`src/rtl/dpro_pkg.sv`:
```
// Constants, register map and state types for the power, reset and termination control block
`default_nettype none
package dpro_pkg;
   // Register byte offsets (32-bit words)
   localparam logic [7:0] DPRO_OFS_PINS = 8'h00;
   localparam logic [7:0] DPRO_OFS_MR0 = 8'h04;
   localparam logic [7:0] DPRO_OFS_MR1 = 8'h08;
   localparam logic [7:0] DPRO_OFS_MR2 = 8'h0C;
   localparam logic [7:0] DPRO_OFS_STAT = 8'h10;
   localparam logic [7:0] DPRO_OFS_CNT = 8'h14;
   // Mode field positions
   localparam int DPRO_MR0_PPD_BIT = 12;
   localparam int DPRO_MR0_WR_LSB = 9;
   localparam int DPRO_MR1_DLL_DIS_BIT = 0;
   localparam int DPRO_MR1_RTT0_BIT = 2;
   localparam int DPRO_MR1_RTT1_BIT = 6;
   localparam int DPRO_MR1_RTT2_BIT = 9;
   localparam int DPRO_MR1_TDQS_BIT = 11;
   localparam int DPRO_MR2_RTTWR_LSB = 9;
   // Reset values
   localparam logic [15:0] DPRO_MR_RST = 16'h0000;
   // Timing
   localparam int DPRO_CLK_PS = 5000;
   localparam int DPRO_RST_MIN_NS = 100;
   localparam int DPRO_RST_MIN_CYC = (DPRO_RST_MIN_NS * 1000 + DPRO_CLK_PS - 1) / DPRO_CLK_PS;
   localparam int DPRO_DLL_LOCK_CYC = 16;
   localparam int DPRO_WR_W = 3;
   localparam int DPRO_DQ_W = 8;
   // Command encoding on the sampled command bus
   localparam logic [2:0] DPRO_CMD_NOP = 3'h0;
   localparam logic [2:0] DPRO_CMD_DES = 3'h1;
   localparam logic [2:0] DPRO_CMD_ACT = 3'h2;
   localparam logic [2:0] DPRO_CMD_PRE = 3'h3;
   localparam logic [2:0] DPRO_CMD_WR = 3'h4;
   localparam logic [2:0] DPRO_CMD_RD = 3'h5;
   localparam logic [2:0] DPRO_CMD_REF = 3'h6;
   localparam logic [2:0] DPRO_CMD_SRE = 3'h7;
   typedef enum logic [2:0] {
      DPRO_ST_IDLE, DPRO_ST_APD, DPRO_ST_PPD_FAST, DPRO_ST_PPD_SLOW, DPRO_ST_RESET, DPRO_ST_SREF
   } dpro_state_t;
endpackage
`default_nettype wire

```
`src/rtl/dpro_ctl.sv`:
```
// Power-state, reset and termination control with an Avalon-MM register slave
//
// The implementer's own choices: the Avalon-MM interface to the registers and the register offsets.
`default_nettype none
//////////////////////////////////////////////////////////////////////////////
// Functional notes
// Power-down entered only on CKE sampled low with NOP or DES.
// Controller sends only NOP/DES until entry delay; buffers then disabled.
// Open bank gives active power-down; all closed gives precharge power-down.
// Precharge power-down: DLL off slow exit if MR0[12]=0, on if 1.
// Active power-down keeps DLL on, always fast exit.
// Controller holds CKE low, reset high during power-down; others ignored.
// Reset low in power-down leaves power-down for reset state.
// Controller holds CKE low tPD minimum, nine refresh intervals maximum.
// Power-down exits when CKE sampled high, with NOP or DES; the code exits on CKE high whatever the command.
// Controller waits tXP after fast exit before valid commands.
// Controller waits tXPDLL after slow exit before DLL-dependent commands.
// Refresh between exit and entry obeys tXP and tXPDLL.
// CKE raised during tRFC stays high until tRFC ends.
// Write to power-down may be two cycles shorter with fixed chop.
// Write recovery cycles taken from MR0[11:9].
// Reset acts whenever it falls; controller holds it low 100ns.
// Reset disables outputs, termination off, refresh counter cleared.
// Controller should lower CKE before releasing reset.
// Controller re-initialises fully after reset release.
// Termination covers data, strobe, mask, and TDQS when enabled.
// No termination in DLL-disable mode.
// Termination pin ignored in self refresh or when MR1 and MR2 disable it.
// Termination asynchronous with DLL off or locking, else synchronous.
// MR1[9,6,2] enables nominal termination; pin switches it; dynamic only in writes.
// Explicit power-state machine advanced only by CKE, commands and reset.
module dpro_ctl
   import dpro_pkg::*;
(
   // Clock and reset
   input wire logic ref_clk_i,
   input wire logic sys_rst_i,
   // Avalon-MM slave
   input wire logic [7:0] avs_address_i,
   input wire logic avs_read_i,
   input wire logic avs_write_i,
   input wire logic [31:0] avs_writedata_i,
   input wire logic [3:0] avs_byteenable_i,
   output logic [31:0] avs_readdata_o,
   output logic avs_waitrequest_o,
   output logic [1:0] avs_response_o,
   // Memory pins from the controller
   input wire logic cke_i,
   input wire logic reset_n_i,
   input wire logic odt_i,
   input wire logic [2:0] cmd_i,
   // Device-side status
   output logic [DPRO_DQ_W-1:0] rtt_en_o,
   output logic rtt_tdqs_o,
   output logic rtt_dyn_o,
   output logic odt_async_o,
   output logic out_en_o,
   output logic buf_en_o,
   output logic dll_on_o,
   output logic [2:0] pstate_o
);
   //////////////////////////////////////////////////////////////////////////////
   logic [15:0] mr0_q, mr1_q, mr2_q;
   logic [15:0] ref_cnt_q;
   logic [7:0] banks_q;
   logic [DPRO_WR_W-1:0] wr_rec_q;
   logic [7:0] lock_cnt_q;
   logic [7:0] rst_cnt_q;
   logic [2:0] cmd_q;
   logic write_act_q;
   dpro_state_t st_q, st_d;
   logic ack_q;
   logic [31:0] rdata_q;
   logic [2:0] pin_s;

   // Pins cross from the controller's clock through two flops
   // Reset values are the idle pin levels, so no false reset or entry follows reset
   dpro_sync2 #(.W(3)) u_sync (
      .ref_clk_i(ref_clk_i),
      .sys_rst_i(sys_rst_i),
      .async_i({odt_i, reset_n_i, cke_i}),
      .rst_val_i(3'h3),
      .sync_o(pin_s)
   );
   wire cke_s = pin_s[0];
   wire rstn_s = pin_s[1];
   wire odt_s = pin_s[2];

   // Command bus also passes two stages so it lines up with the sampled CKE
   logic [2:0] cmd_m;
   always_ff @(posedge ref_clk_i) begin
      cmd_m <= cmd_i;
   end
   always_ff @(posedge ref_clk_i) begin
      cmd_q <= sys_rst_i ? DPRO_CMD_NOP : cmd_m;
   end

   //////////////////////////////////////////////////////////////////////////////
   wire is_nop = (cmd_q == DPRO_CMD_NOP) || (cmd_q == DPRO_CMD_DES);
   wire any_open = |banks_q;
   wire in_pd = (st_q == DPRO_ST_APD) || (st_q == DPRO_ST_PPD_FAST) ||
      (st_q == DPRO_ST_PPD_SLOW);
   wire busy = write_act_q || (wr_rec_q != '0);
   // Reset pin low is taken through the same two-flop synchroniser as the other pins and forces reset
   wire reset_fall = !rstn_s;

   always_comb begin
      st_d = st_q;
      case (st_q)
         DPRO_ST_RESET: begin
            if (rstn_s && rst_cnt_q >= DPRO_RST_MIN_CYC[7:0]) begin
               st_d = DPRO_ST_IDLE;
            end
         end
         DPRO_ST_IDLE: begin
            if (cmd_q == DPRO_CMD_SRE && !cke_s) begin
               st_d = DPRO_ST_SREF;
            end else if (!cke_s && is_nop && !busy) begin
               if (any_open) begin
                  st_d = DPRO_ST_APD;
               end else if (mr0_q[DPRO_MR0_PPD_BIT]) begin
                  st_d = DPRO_ST_PPD_FAST;
               end else begin
                  st_d = DPRO_ST_PPD_SLOW;
               end
            end
         end
         DPRO_ST_APD, DPRO_ST_PPD_FAST, DPRO_ST_PPD_SLOW, DPRO_ST_SREF: begin
            if (cke_s) begin
               st_d = DPRO_ST_IDLE;
            end
         end
         default: st_d = DPRO_ST_IDLE;
      endcase
      if (reset_fall) begin
         st_d = DPRO_ST_RESET;
      end
   end

   always_ff @(posedge ref_clk_i) begin
      if (sys_rst_i) begin
         st_q <= DPRO_ST_RESET;
      end else begin
         st_q <= st_d;
      end
   end

   // Minimum reset width counter
   always_ff @(posedge ref_clk_i) begin
      // A block reset counts as a full-width pin reset, so the state leaves at once
      if (sys_rst_i) begin
         rst_cnt_q <= DPRO_RST_MIN_CYC[7:0];
      end else if (rstn_s) begin
         rst_cnt_q <= 8'h00;
      end else if (rst_cnt_q != 8'hFF) begin
         rst_cnt_q <= rst_cnt_q + 8'h01;
      end
   end

   // Bank tracking; inputs ignored while powered down
   always_ff @(posedge ref_clk_i) begin
      if (sys_rst_i || st_q == DPRO_ST_RESET) begin
         banks_q <= 8'h00;
      end else if (st_q == DPRO_ST_IDLE && cke_s) begin
         if (cmd_q == DPRO_CMD_ACT) begin
            banks_q <= 8'hFF & (banks_q | 8'h01);
         end else if (cmd_q == DPRO_CMD_PRE) begin
            banks_q <= 8'h00;
         end
      end
   end

   // Write recovery window from mode field
   always_ff @(posedge ref_clk_i) begin
      if (sys_rst_i || st_q == DPRO_ST_RESET) begin
         wr_rec_q <= '0;
         write_act_q <= 1'b0;
      end else if (st_q == DPRO_ST_IDLE && cke_s && cmd_q == DPRO_CMD_WR) begin
         wr_rec_q <= mr0_q[DPRO_MR0_WR_LSB +: DPRO_WR_W];
         write_act_q <= 1'b1;
      end else begin
         write_act_q <= 1'b0;
         if (wr_rec_q != '0) begin
            wr_rec_q <= wr_rec_q - 1'b1;
         end
      end
   end

   // Refresh counter
   always_ff @(posedge ref_clk_i) begin
      if (sys_rst_i || st_q == DPRO_ST_RESET) begin
         ref_cnt_q <= 16'h0000;
      end else if (st_q == DPRO_ST_IDLE && cke_s && cmd_q == DPRO_CMD_REF) begin
         ref_cnt_q <= ref_cnt_q + 16'h0001;
      end
   end

   // DLL lock tracking after slow exit
   wire dll_off = (st_q == DPRO_ST_PPD_SLOW) || (st_q == DPRO_ST_RESET) ||
      mr1_q[DPRO_MR1_DLL_DIS_BIT];
   always_ff @(posedge ref_clk_i) begin
      if (sys_rst_i || dll_off) begin
         lock_cnt_q <= DPRO_DLL_LOCK_CYC[7:0];
      end else if (lock_cnt_q != 8'h00) begin
         lock_cnt_q <= lock_cnt_q - 8'h01;
      end
   end
   wire dll_locking = lock_cnt_q != 8'h00;

   //////////////////////////////////////////////////////////////////////////////
   // Termination
   wire [2:0] rtt_sel = {mr1_q[DPRO_MR1_RTT2_BIT], mr1_q[DPRO_MR1_RTT1_BIT],
      mr1_q[DPRO_MR1_RTT0_BIT]};
   wire rtt_nom_en = rtt_sel != 3'h0;
   wire rtt_wr_en = mr2_q[DPRO_MR2_RTTWR_LSB +: 2] != 2'h0;
   wire odt_ok = (st_q != DPRO_ST_SREF) && (st_q != DPRO_ST_RESET) &&
      !mr1_q[DPRO_MR1_DLL_DIS_BIT] && (rtt_nom_en || rtt_wr_en);
   wire rtt_on = odt_ok && odt_s && rtt_nom_en;
   wire dyn_on = odt_ok && odt_s && rtt_wr_en && write_act_q;

   always_ff @(posedge ref_clk_i) begin
      if (sys_rst_i || st_q == DPRO_ST_RESET) begin
         rtt_en_o <= '0;
         rtt_tdqs_o <= 1'b0;
         rtt_dyn_o <= 1'b0;
         odt_async_o <= 1'b0;
         out_en_o <= 1'b0;
         buf_en_o <= 1'b0;
         dll_on_o <= 1'b0;
         pstate_o <= DPRO_ST_RESET;
      end else begin
         rtt_en_o <= {DPRO_DQ_W{rtt_on}};
         rtt_tdqs_o <= rtt_on && mr1_q[DPRO_MR1_TDQS_BIT];
         rtt_dyn_o <= dyn_on;
         odt_async_o <= dll_off || dll_locking;
         out_en_o <= st_q == DPRO_ST_IDLE;
         buf_en_o <= !in_pd && st_q != DPRO_ST_SREF;
         dll_on_o <= !dll_off;
         pstate_o <= st_q;
      end
   end

   //////////////////////////////////////////////////////////////////////////////
   // Avalon-MM slave: one wait cycle, answer on the second edge
   wire req = (avs_read_i || avs_write_i) && !ack_q;
   wire [31:0] be_mask = {{8{avs_byteenable_i[3]}}, {8{avs_byteenable_i[2]}},
      {8{avs_byteenable_i[1]}}, {8{avs_byteenable_i[0]}}};
   wire hit_mr0 = avs_address_i == DPRO_OFS_MR0;
   wire hit_mr1 = avs_address_i == DPRO_OFS_MR1;
   wire hit_mr2 = avs_address_i == DPRO_OFS_MR2;
   wire hit_pins = avs_address_i == DPRO_OFS_PINS;
   wire hit_stat = avs_address_i == DPRO_OFS_STAT;
   wire hit_cnt = avs_address_i == DPRO_OFS_CNT;
   wire hit_ro = hit_pins || hit_stat || hit_cnt;
   // Status words kept apart so the read select stays plain
   wire [31:0] pins_word = {28'h0000000, cmd_q == DPRO_CMD_NOP, pin_s};
   wire [31:0] stat_word = {20'h00000, dll_locking, banks_q, st_q};
   wire [31:0] cnt_word = {16'h0000, ref_cnt_q};
   wire mapped = hit_mr0 || hit_mr1 || hit_mr2 || hit_ro;
   wire [31:0] wmerge0 = ({16'h0000, mr0_q} & ~be_mask) | (avs_writedata_i & be_mask);
   wire [31:0] wmerge1 = ({16'h0000, mr1_q} & ~be_mask) | (avs_writedata_i & be_mask);
   wire [31:0] wmerge2 = ({16'h0000, mr2_q} & ~be_mask) | (avs_writedata_i & be_mask);
   wire [31:0] rmux =
      hit_mr0 ? {16'h0000, mr0_q} :
      hit_mr1 ? {16'h0000, mr1_q} :
      hit_mr2 ? {16'h0000, mr2_q} :
      hit_pins ? pins_word :
      hit_stat ? stat_word :
      hit_cnt ? cnt_word : 32'h00000000;
   // Writes take effect on the edge that ends the wait, as the master sees it
   wire do_wr = avs_write_i && ack_q;

   always_ff @(posedge ref_clk_i) begin
      if (sys_rst_i) begin
         ack_q <= 1'b0;
         avs_waitrequest_o <= 1'b1;
         rdata_q <= 32'h00000000;
         avs_response_o <= 2'h0;
      end else begin
         ack_q <= req;
         avs_waitrequest_o <= !req;
         rdata_q <= (req && avs_read_i) ? rmux : 32'h00000000;
         avs_response_o <= (req && !mapped) ? 2'h2 : 2'h0;
      end
   end
   assign avs_readdata_o = rdata_q;

   // Mode registers; a reset pin also returns them to defaults
   always_ff @(posedge ref_clk_i) begin
      if (sys_rst_i || st_q == DPRO_ST_RESET) begin
         mr0_q <= DPRO_MR_RST;
         mr1_q <= DPRO_MR_RST;
         mr2_q <= DPRO_MR_RST;
      end else if (do_wr) begin
         if (hit_mr0) begin
            mr0_q <= wmerge0[15:0];
         end
         if (hit_mr1) begin
            mr1_q <= wmerge1[15:0];
         end
         if (hit_mr2) begin
            mr2_q <= wmerge2[15:0];
         end
      end
   end
endmodule
`default_nettype wire

```
`src/rtl/dpro_sync2.sv`:
```
// Two flip-flop synchroniser for a vector of pin levels
`default_nettype none
module dpro_sync2 #(
   parameter int W = 4
) (
   // Clock and reset
   input wire logic ref_clk_i,
   input wire logic sys_rst_i,
   // Data
   input wire logic [W-1:0] async_i,
   input wire logic [W-1:0] rst_val_i,
   output logic [W-1:0] sync_o
);
   logic [W-1:0] meta_q;
   genvar g;
   generate
      for (g = 0; g < W; g++) begin : g_bit
         always_ff @(posedge ref_clk_i) begin
            meta_q[g] <= async_i[g];
         end
         always_ff @(posedge ref_clk_i) begin
            if (sys_rst_i) begin
               sync_o[g] <= rst_val_i[g];
            end else begin
               sync_o[g] <= meta_q[g];
            end
         end
      end
   endgenerate
endmodule
`default_nettype wire

```
`config.mk`:
```
export PLATFORM = sky130hd
export DESIGN_NAME = dpro_ctl
export DESIGN_NICKNAME = d
export VERILOG_FILES = /design/src/rtl/dpro_pkg.sv /design/src/rtl/dpro_ctl.sv /design/src/rtl/dpro_sync2.sv
export SDC_FILE = /design/constraint.sdc
export NUM_CORES = 1
export LEC_CHECK = 0
export BUFFER_PORTS_ARGS = -buffer_cell sky130_fd_sc_hd__buf_2
export CORE_UTILIZATION = 55
export CTS_CLUSTER_DIAMETER = 120
export DETAILED_ROUTE_END_ITERATION = 6
export HOLD_SLACK_MARGIN = 0.15
export MAX_ROUTING_LAYER = met4
export PLACE_DENSITY = 0.79
export SLEW_MARGIN = 20
export SYNTH_ARGS = -nofsm -noshare
export SYNTH_HDL_FRONTEND = slang
export SYNTH_SLANG_ARGS = --single-unit
```
`constraint.sdc`:
```
create_clock -name ref_clk_i -period 2.2 [get_ports ref_clk_i]
set_input_delay 0.22 -clock ref_clk_i [delete_from_list [all_inputs] [get_ports ref_clk_i]]
set_output_delay 0.22 -clock ref_clk_i [all_outputs]
set_load 0.05 [all_outputs]
```
==> impl_metrics.toml <==
[status]
status = "finished clean"

[critical_path]
crit_chain = "or4b_1, or4b_1, mux2i_1, nor2_1"
r2r_start = "st_q[2]"
reg2regPathDepth = 4
crit_start = "st_q[2]"
cp.arrival_ns = 2.35
crit_type = "flop to flop"
critPathSlowestCell = "or4b_1"
endpoint_kind = "flop"
rrSetupSlack_ns = 0.24
cpMostUsedCell = "or4b_1"
critPathMaxStageDelay_ns = 0.67
start_kind = "flop"
crit_end = "wr_rec_q[0]"
crit_fanout = 5
timing.rr.end = "wr_rec_q[0]"
critPathRequiredTime_ns = 2.59

[global_route]
met1_usage = 0.333
busiest_layer = "met2"
gr-usage-met3 = 0.0561
grt_antenna_before_repair = 0
grt_util_met2 = 0.490
grt_max_degree = 70
overflow = 0
first_global_vias = 5038
gr-usage-all-layers = 0.288
grt_pass1_wl_mm = 24.3

[drt]
vias = 5096
drc = 0
dr.first_iter.drc_count = 401
dr.pass1.iters = 5
ant_nets = 0
routedWlPerCell_um = 16.6
routed_wl_mm = 14.8
vias_per_cell = 5.73

[synthesis]
async_reset_ff_frac = 0
syn_area_um2 = 5790
synth_area_per_cell_um2 = 8.99
synth_cell_types = 58
synth_edf_count = 0
yosysSeqAreaShare = 0.446
synthCells = 644
yosys_most_used_dff = "dfxtp_1"
synth-warning-count = 0
synth-seq-cells = 129

[placement]
portBuffers = 70
place.detailed.hpwl_mm = 9.21
place.gp.congestion = 0.816

[timing]
maxSlewHeadroom = 0.476
worst_pin_slew_ns = 0.784
fin_crit_ns = 1.96
drv_slew = 0
hold_violations = 0
fin_crit_sh = 0.889
max_freq_mhz = 511
fin_skew_ns = 0.00608
rsz0062_at_grt = "false"
totalNegativeSetupSlack_ns = 0
setup_viol = 0

[floorplan]
die_width_um = 105
fp.dieArea_um2 = 10900
initial_core_util = 0.563
coreArea_um2 = 10300
ioPinCount = 106
die_h_um = 105
fp-row-count = 37

[layout]
diodes = 0
area_growth_pct = 24.2
nFillCells = 735
drive_above_1_share = 0.206
finish.net_count = 801
utilization = 0.699

[clock_tree]
ctsResizeCount = 0
clkTransAtPathRegs_ns = 0.06
cts_tree = "built"
cts_buffers = 17
cts-root-buf = "clkbuf_8"
cts_sinks = 129
cts_max_path_buffers = 2
clock_latency_ns = 0.52
h-tree-depth = 4

[min_path]
hold_depth = 5
min_path_type = "input pin to flop"

[run]
cap_violations = 0

[power]
p_leak_nw = 2.88
peakVddDrop_mv = 0.589
power_density_nw_per_um2 = 833
## worst min path at each step
stage | start | end | slack, ns
after global routing | avs_address_i[7] | avs_readdata_o[11] | 0.21
after detailed placement | odt_i | u_sync.meta_q[2] | 0.32
after global placement | reset_n_i | u_sync.meta_q[1] | 0.32
after floorplan | cmd_i[0] | cmd_m[0] | 0.25
final | avs_address_i[6] | avs_readdata_o[11] | 0.18
after CTS | avs_address_i[6] | avs_readdata_o[11] | 0.17
## layer usage
| metal | share of wire | up-vias | wire length [um] |
|---|---|---|---|
| li1 | - | 2427 | - |
| met1 | 0.42 | 2450 | 6150 |
| met2 | 0.51 | 195 | 7550 |
| met3 | 0.055 | 24 | 814 |
| met4 | 0.017 | 0 | 252 |
| met5 | 0 | - | 0 |
## report_power, final
group / switching [mW] / leakage (nW) / internal (mW) / total [mW]
combinational: 0.284 / 1.51 / 0.148 / 0.432
clock: 0.996 / 0.322 / 2.16 / 3.16
sequential: 0.0284 / 1.05 / 2.37 / 2.40
## cell usage in the layout (no fill, tap or decap), types with 10 or more instances in the layout
cell	count
o21ai_0	50
nor2_1	65
inv_1	12
nor3_1	12
buf_2	70
clkbuf_16	16
nand2_1	36
buf_4	24
dlygate4sd3_1	26
nand2b_1	11
nor2_2	16
a21oi_1	37
nor3b_1	15
nor2b_1	10
nand3_1	18
dfxtp_1	129
mux2i_1	47
conb_1	17
a21o_1	12
## cells by family (layout without fill, tap and decap cells)
kind of cell | count (synthesis) | count (layout) | share of synthesized area
AND/OR/NAND/NOR | 243 | 243 | 0.237
AO/OA/AOI/OAI | 132 | 132 | 0.136
flip-flops | 129 | 129 | 0.446
buffers and inverters | 71 | 165 | 0.0631
multiplexers | 47 | 47 | 0.0813
XOR/XNOR | 15 | 15 | 0.0227
adder cells (fa/ha/maj) | 6 | 6 | 0.0130
other | 1 | 17 | 0.000648
## critical path, delay by kind of cell (launching register included)
kind	cells	cell delay (ns)
simple gates	3	1.32
mux	1	0.21
flops	1	0.31
## per-stage QoR
step	instances	cell area, um^2	setup WS, ns	hold slack, ns	power, mW
floorplan	660	5850	0.296	0.248	2.74
global placement	832	6260	0.231	0.322	2.82
detailed placement	832	6260	0.171	0.324	2.83
CTS	890	7190	0.271	0.166	6.00
global route	890	7190	0.150	0.210	6.14
finish	890	7190	0.244	0.176	5.99
## area by class of cell
type / instances / area (um^2) / area share
clock buffers: 23 / 467 / 0.0649
clock inverters: 9 / 201 / 0.0280
inverters: 12 / 45.0 / 0.00627
multi-input cells: 460 / 2910 / 0.405
flip-flops and latches: 129 / 2580 / 0.359
well taps: 136 / 170 / 0.0237
repair buffers: 121 / 811 / 0.113
## synthesized netlist by cell type, types with 3 or more instances
cell      count  area (um^2)
a211oi_1      4         30.0
a21o_1       12         90.1
a21oi_1      37          185
a22oi_1       3         22.5
a31oi_1       3         18.8
a32oi_1       3         26.3
and2_1        4         25.0
and3_1        6         37.5
buf_4        24          180
clkbuf_1     31          116
dfxtp_1     129         2580
ha_1          6         75.1
inv_1        12         45.0
mux2i_1      47          470
nand2_1      36          135
nand2b_1     11         68.8
nand3_1      18         90.1
nand4_1       5         31.3
nor2_1       65          244
nor2_2       16          100
nor2b_1      10         62.6
nor3_1       12         60.1
nor3b_1      15          113
nor4_1        5         31.3
nor4_4        3         63.8
nor4b_1       3         26.3
o211a_1       3         30.0
o21ai_0      50          250
o21bai_1      4         30.0
o22ai_1       4         25.0
o41ai_1       3         26.3
or2_2         7         43.8
or3_1         9         56.3
or4b_1        4         40.0
xnor2_1       9         78.8
xor2_1        6         52.6
## what timing repair did
action | CTS | global route
hold buffers | 26 | 0
hold endpoints to repair | 65 | 0
buffers inserted | 0 | 0
Note: power is estimated with default switching activity, not from simulation.
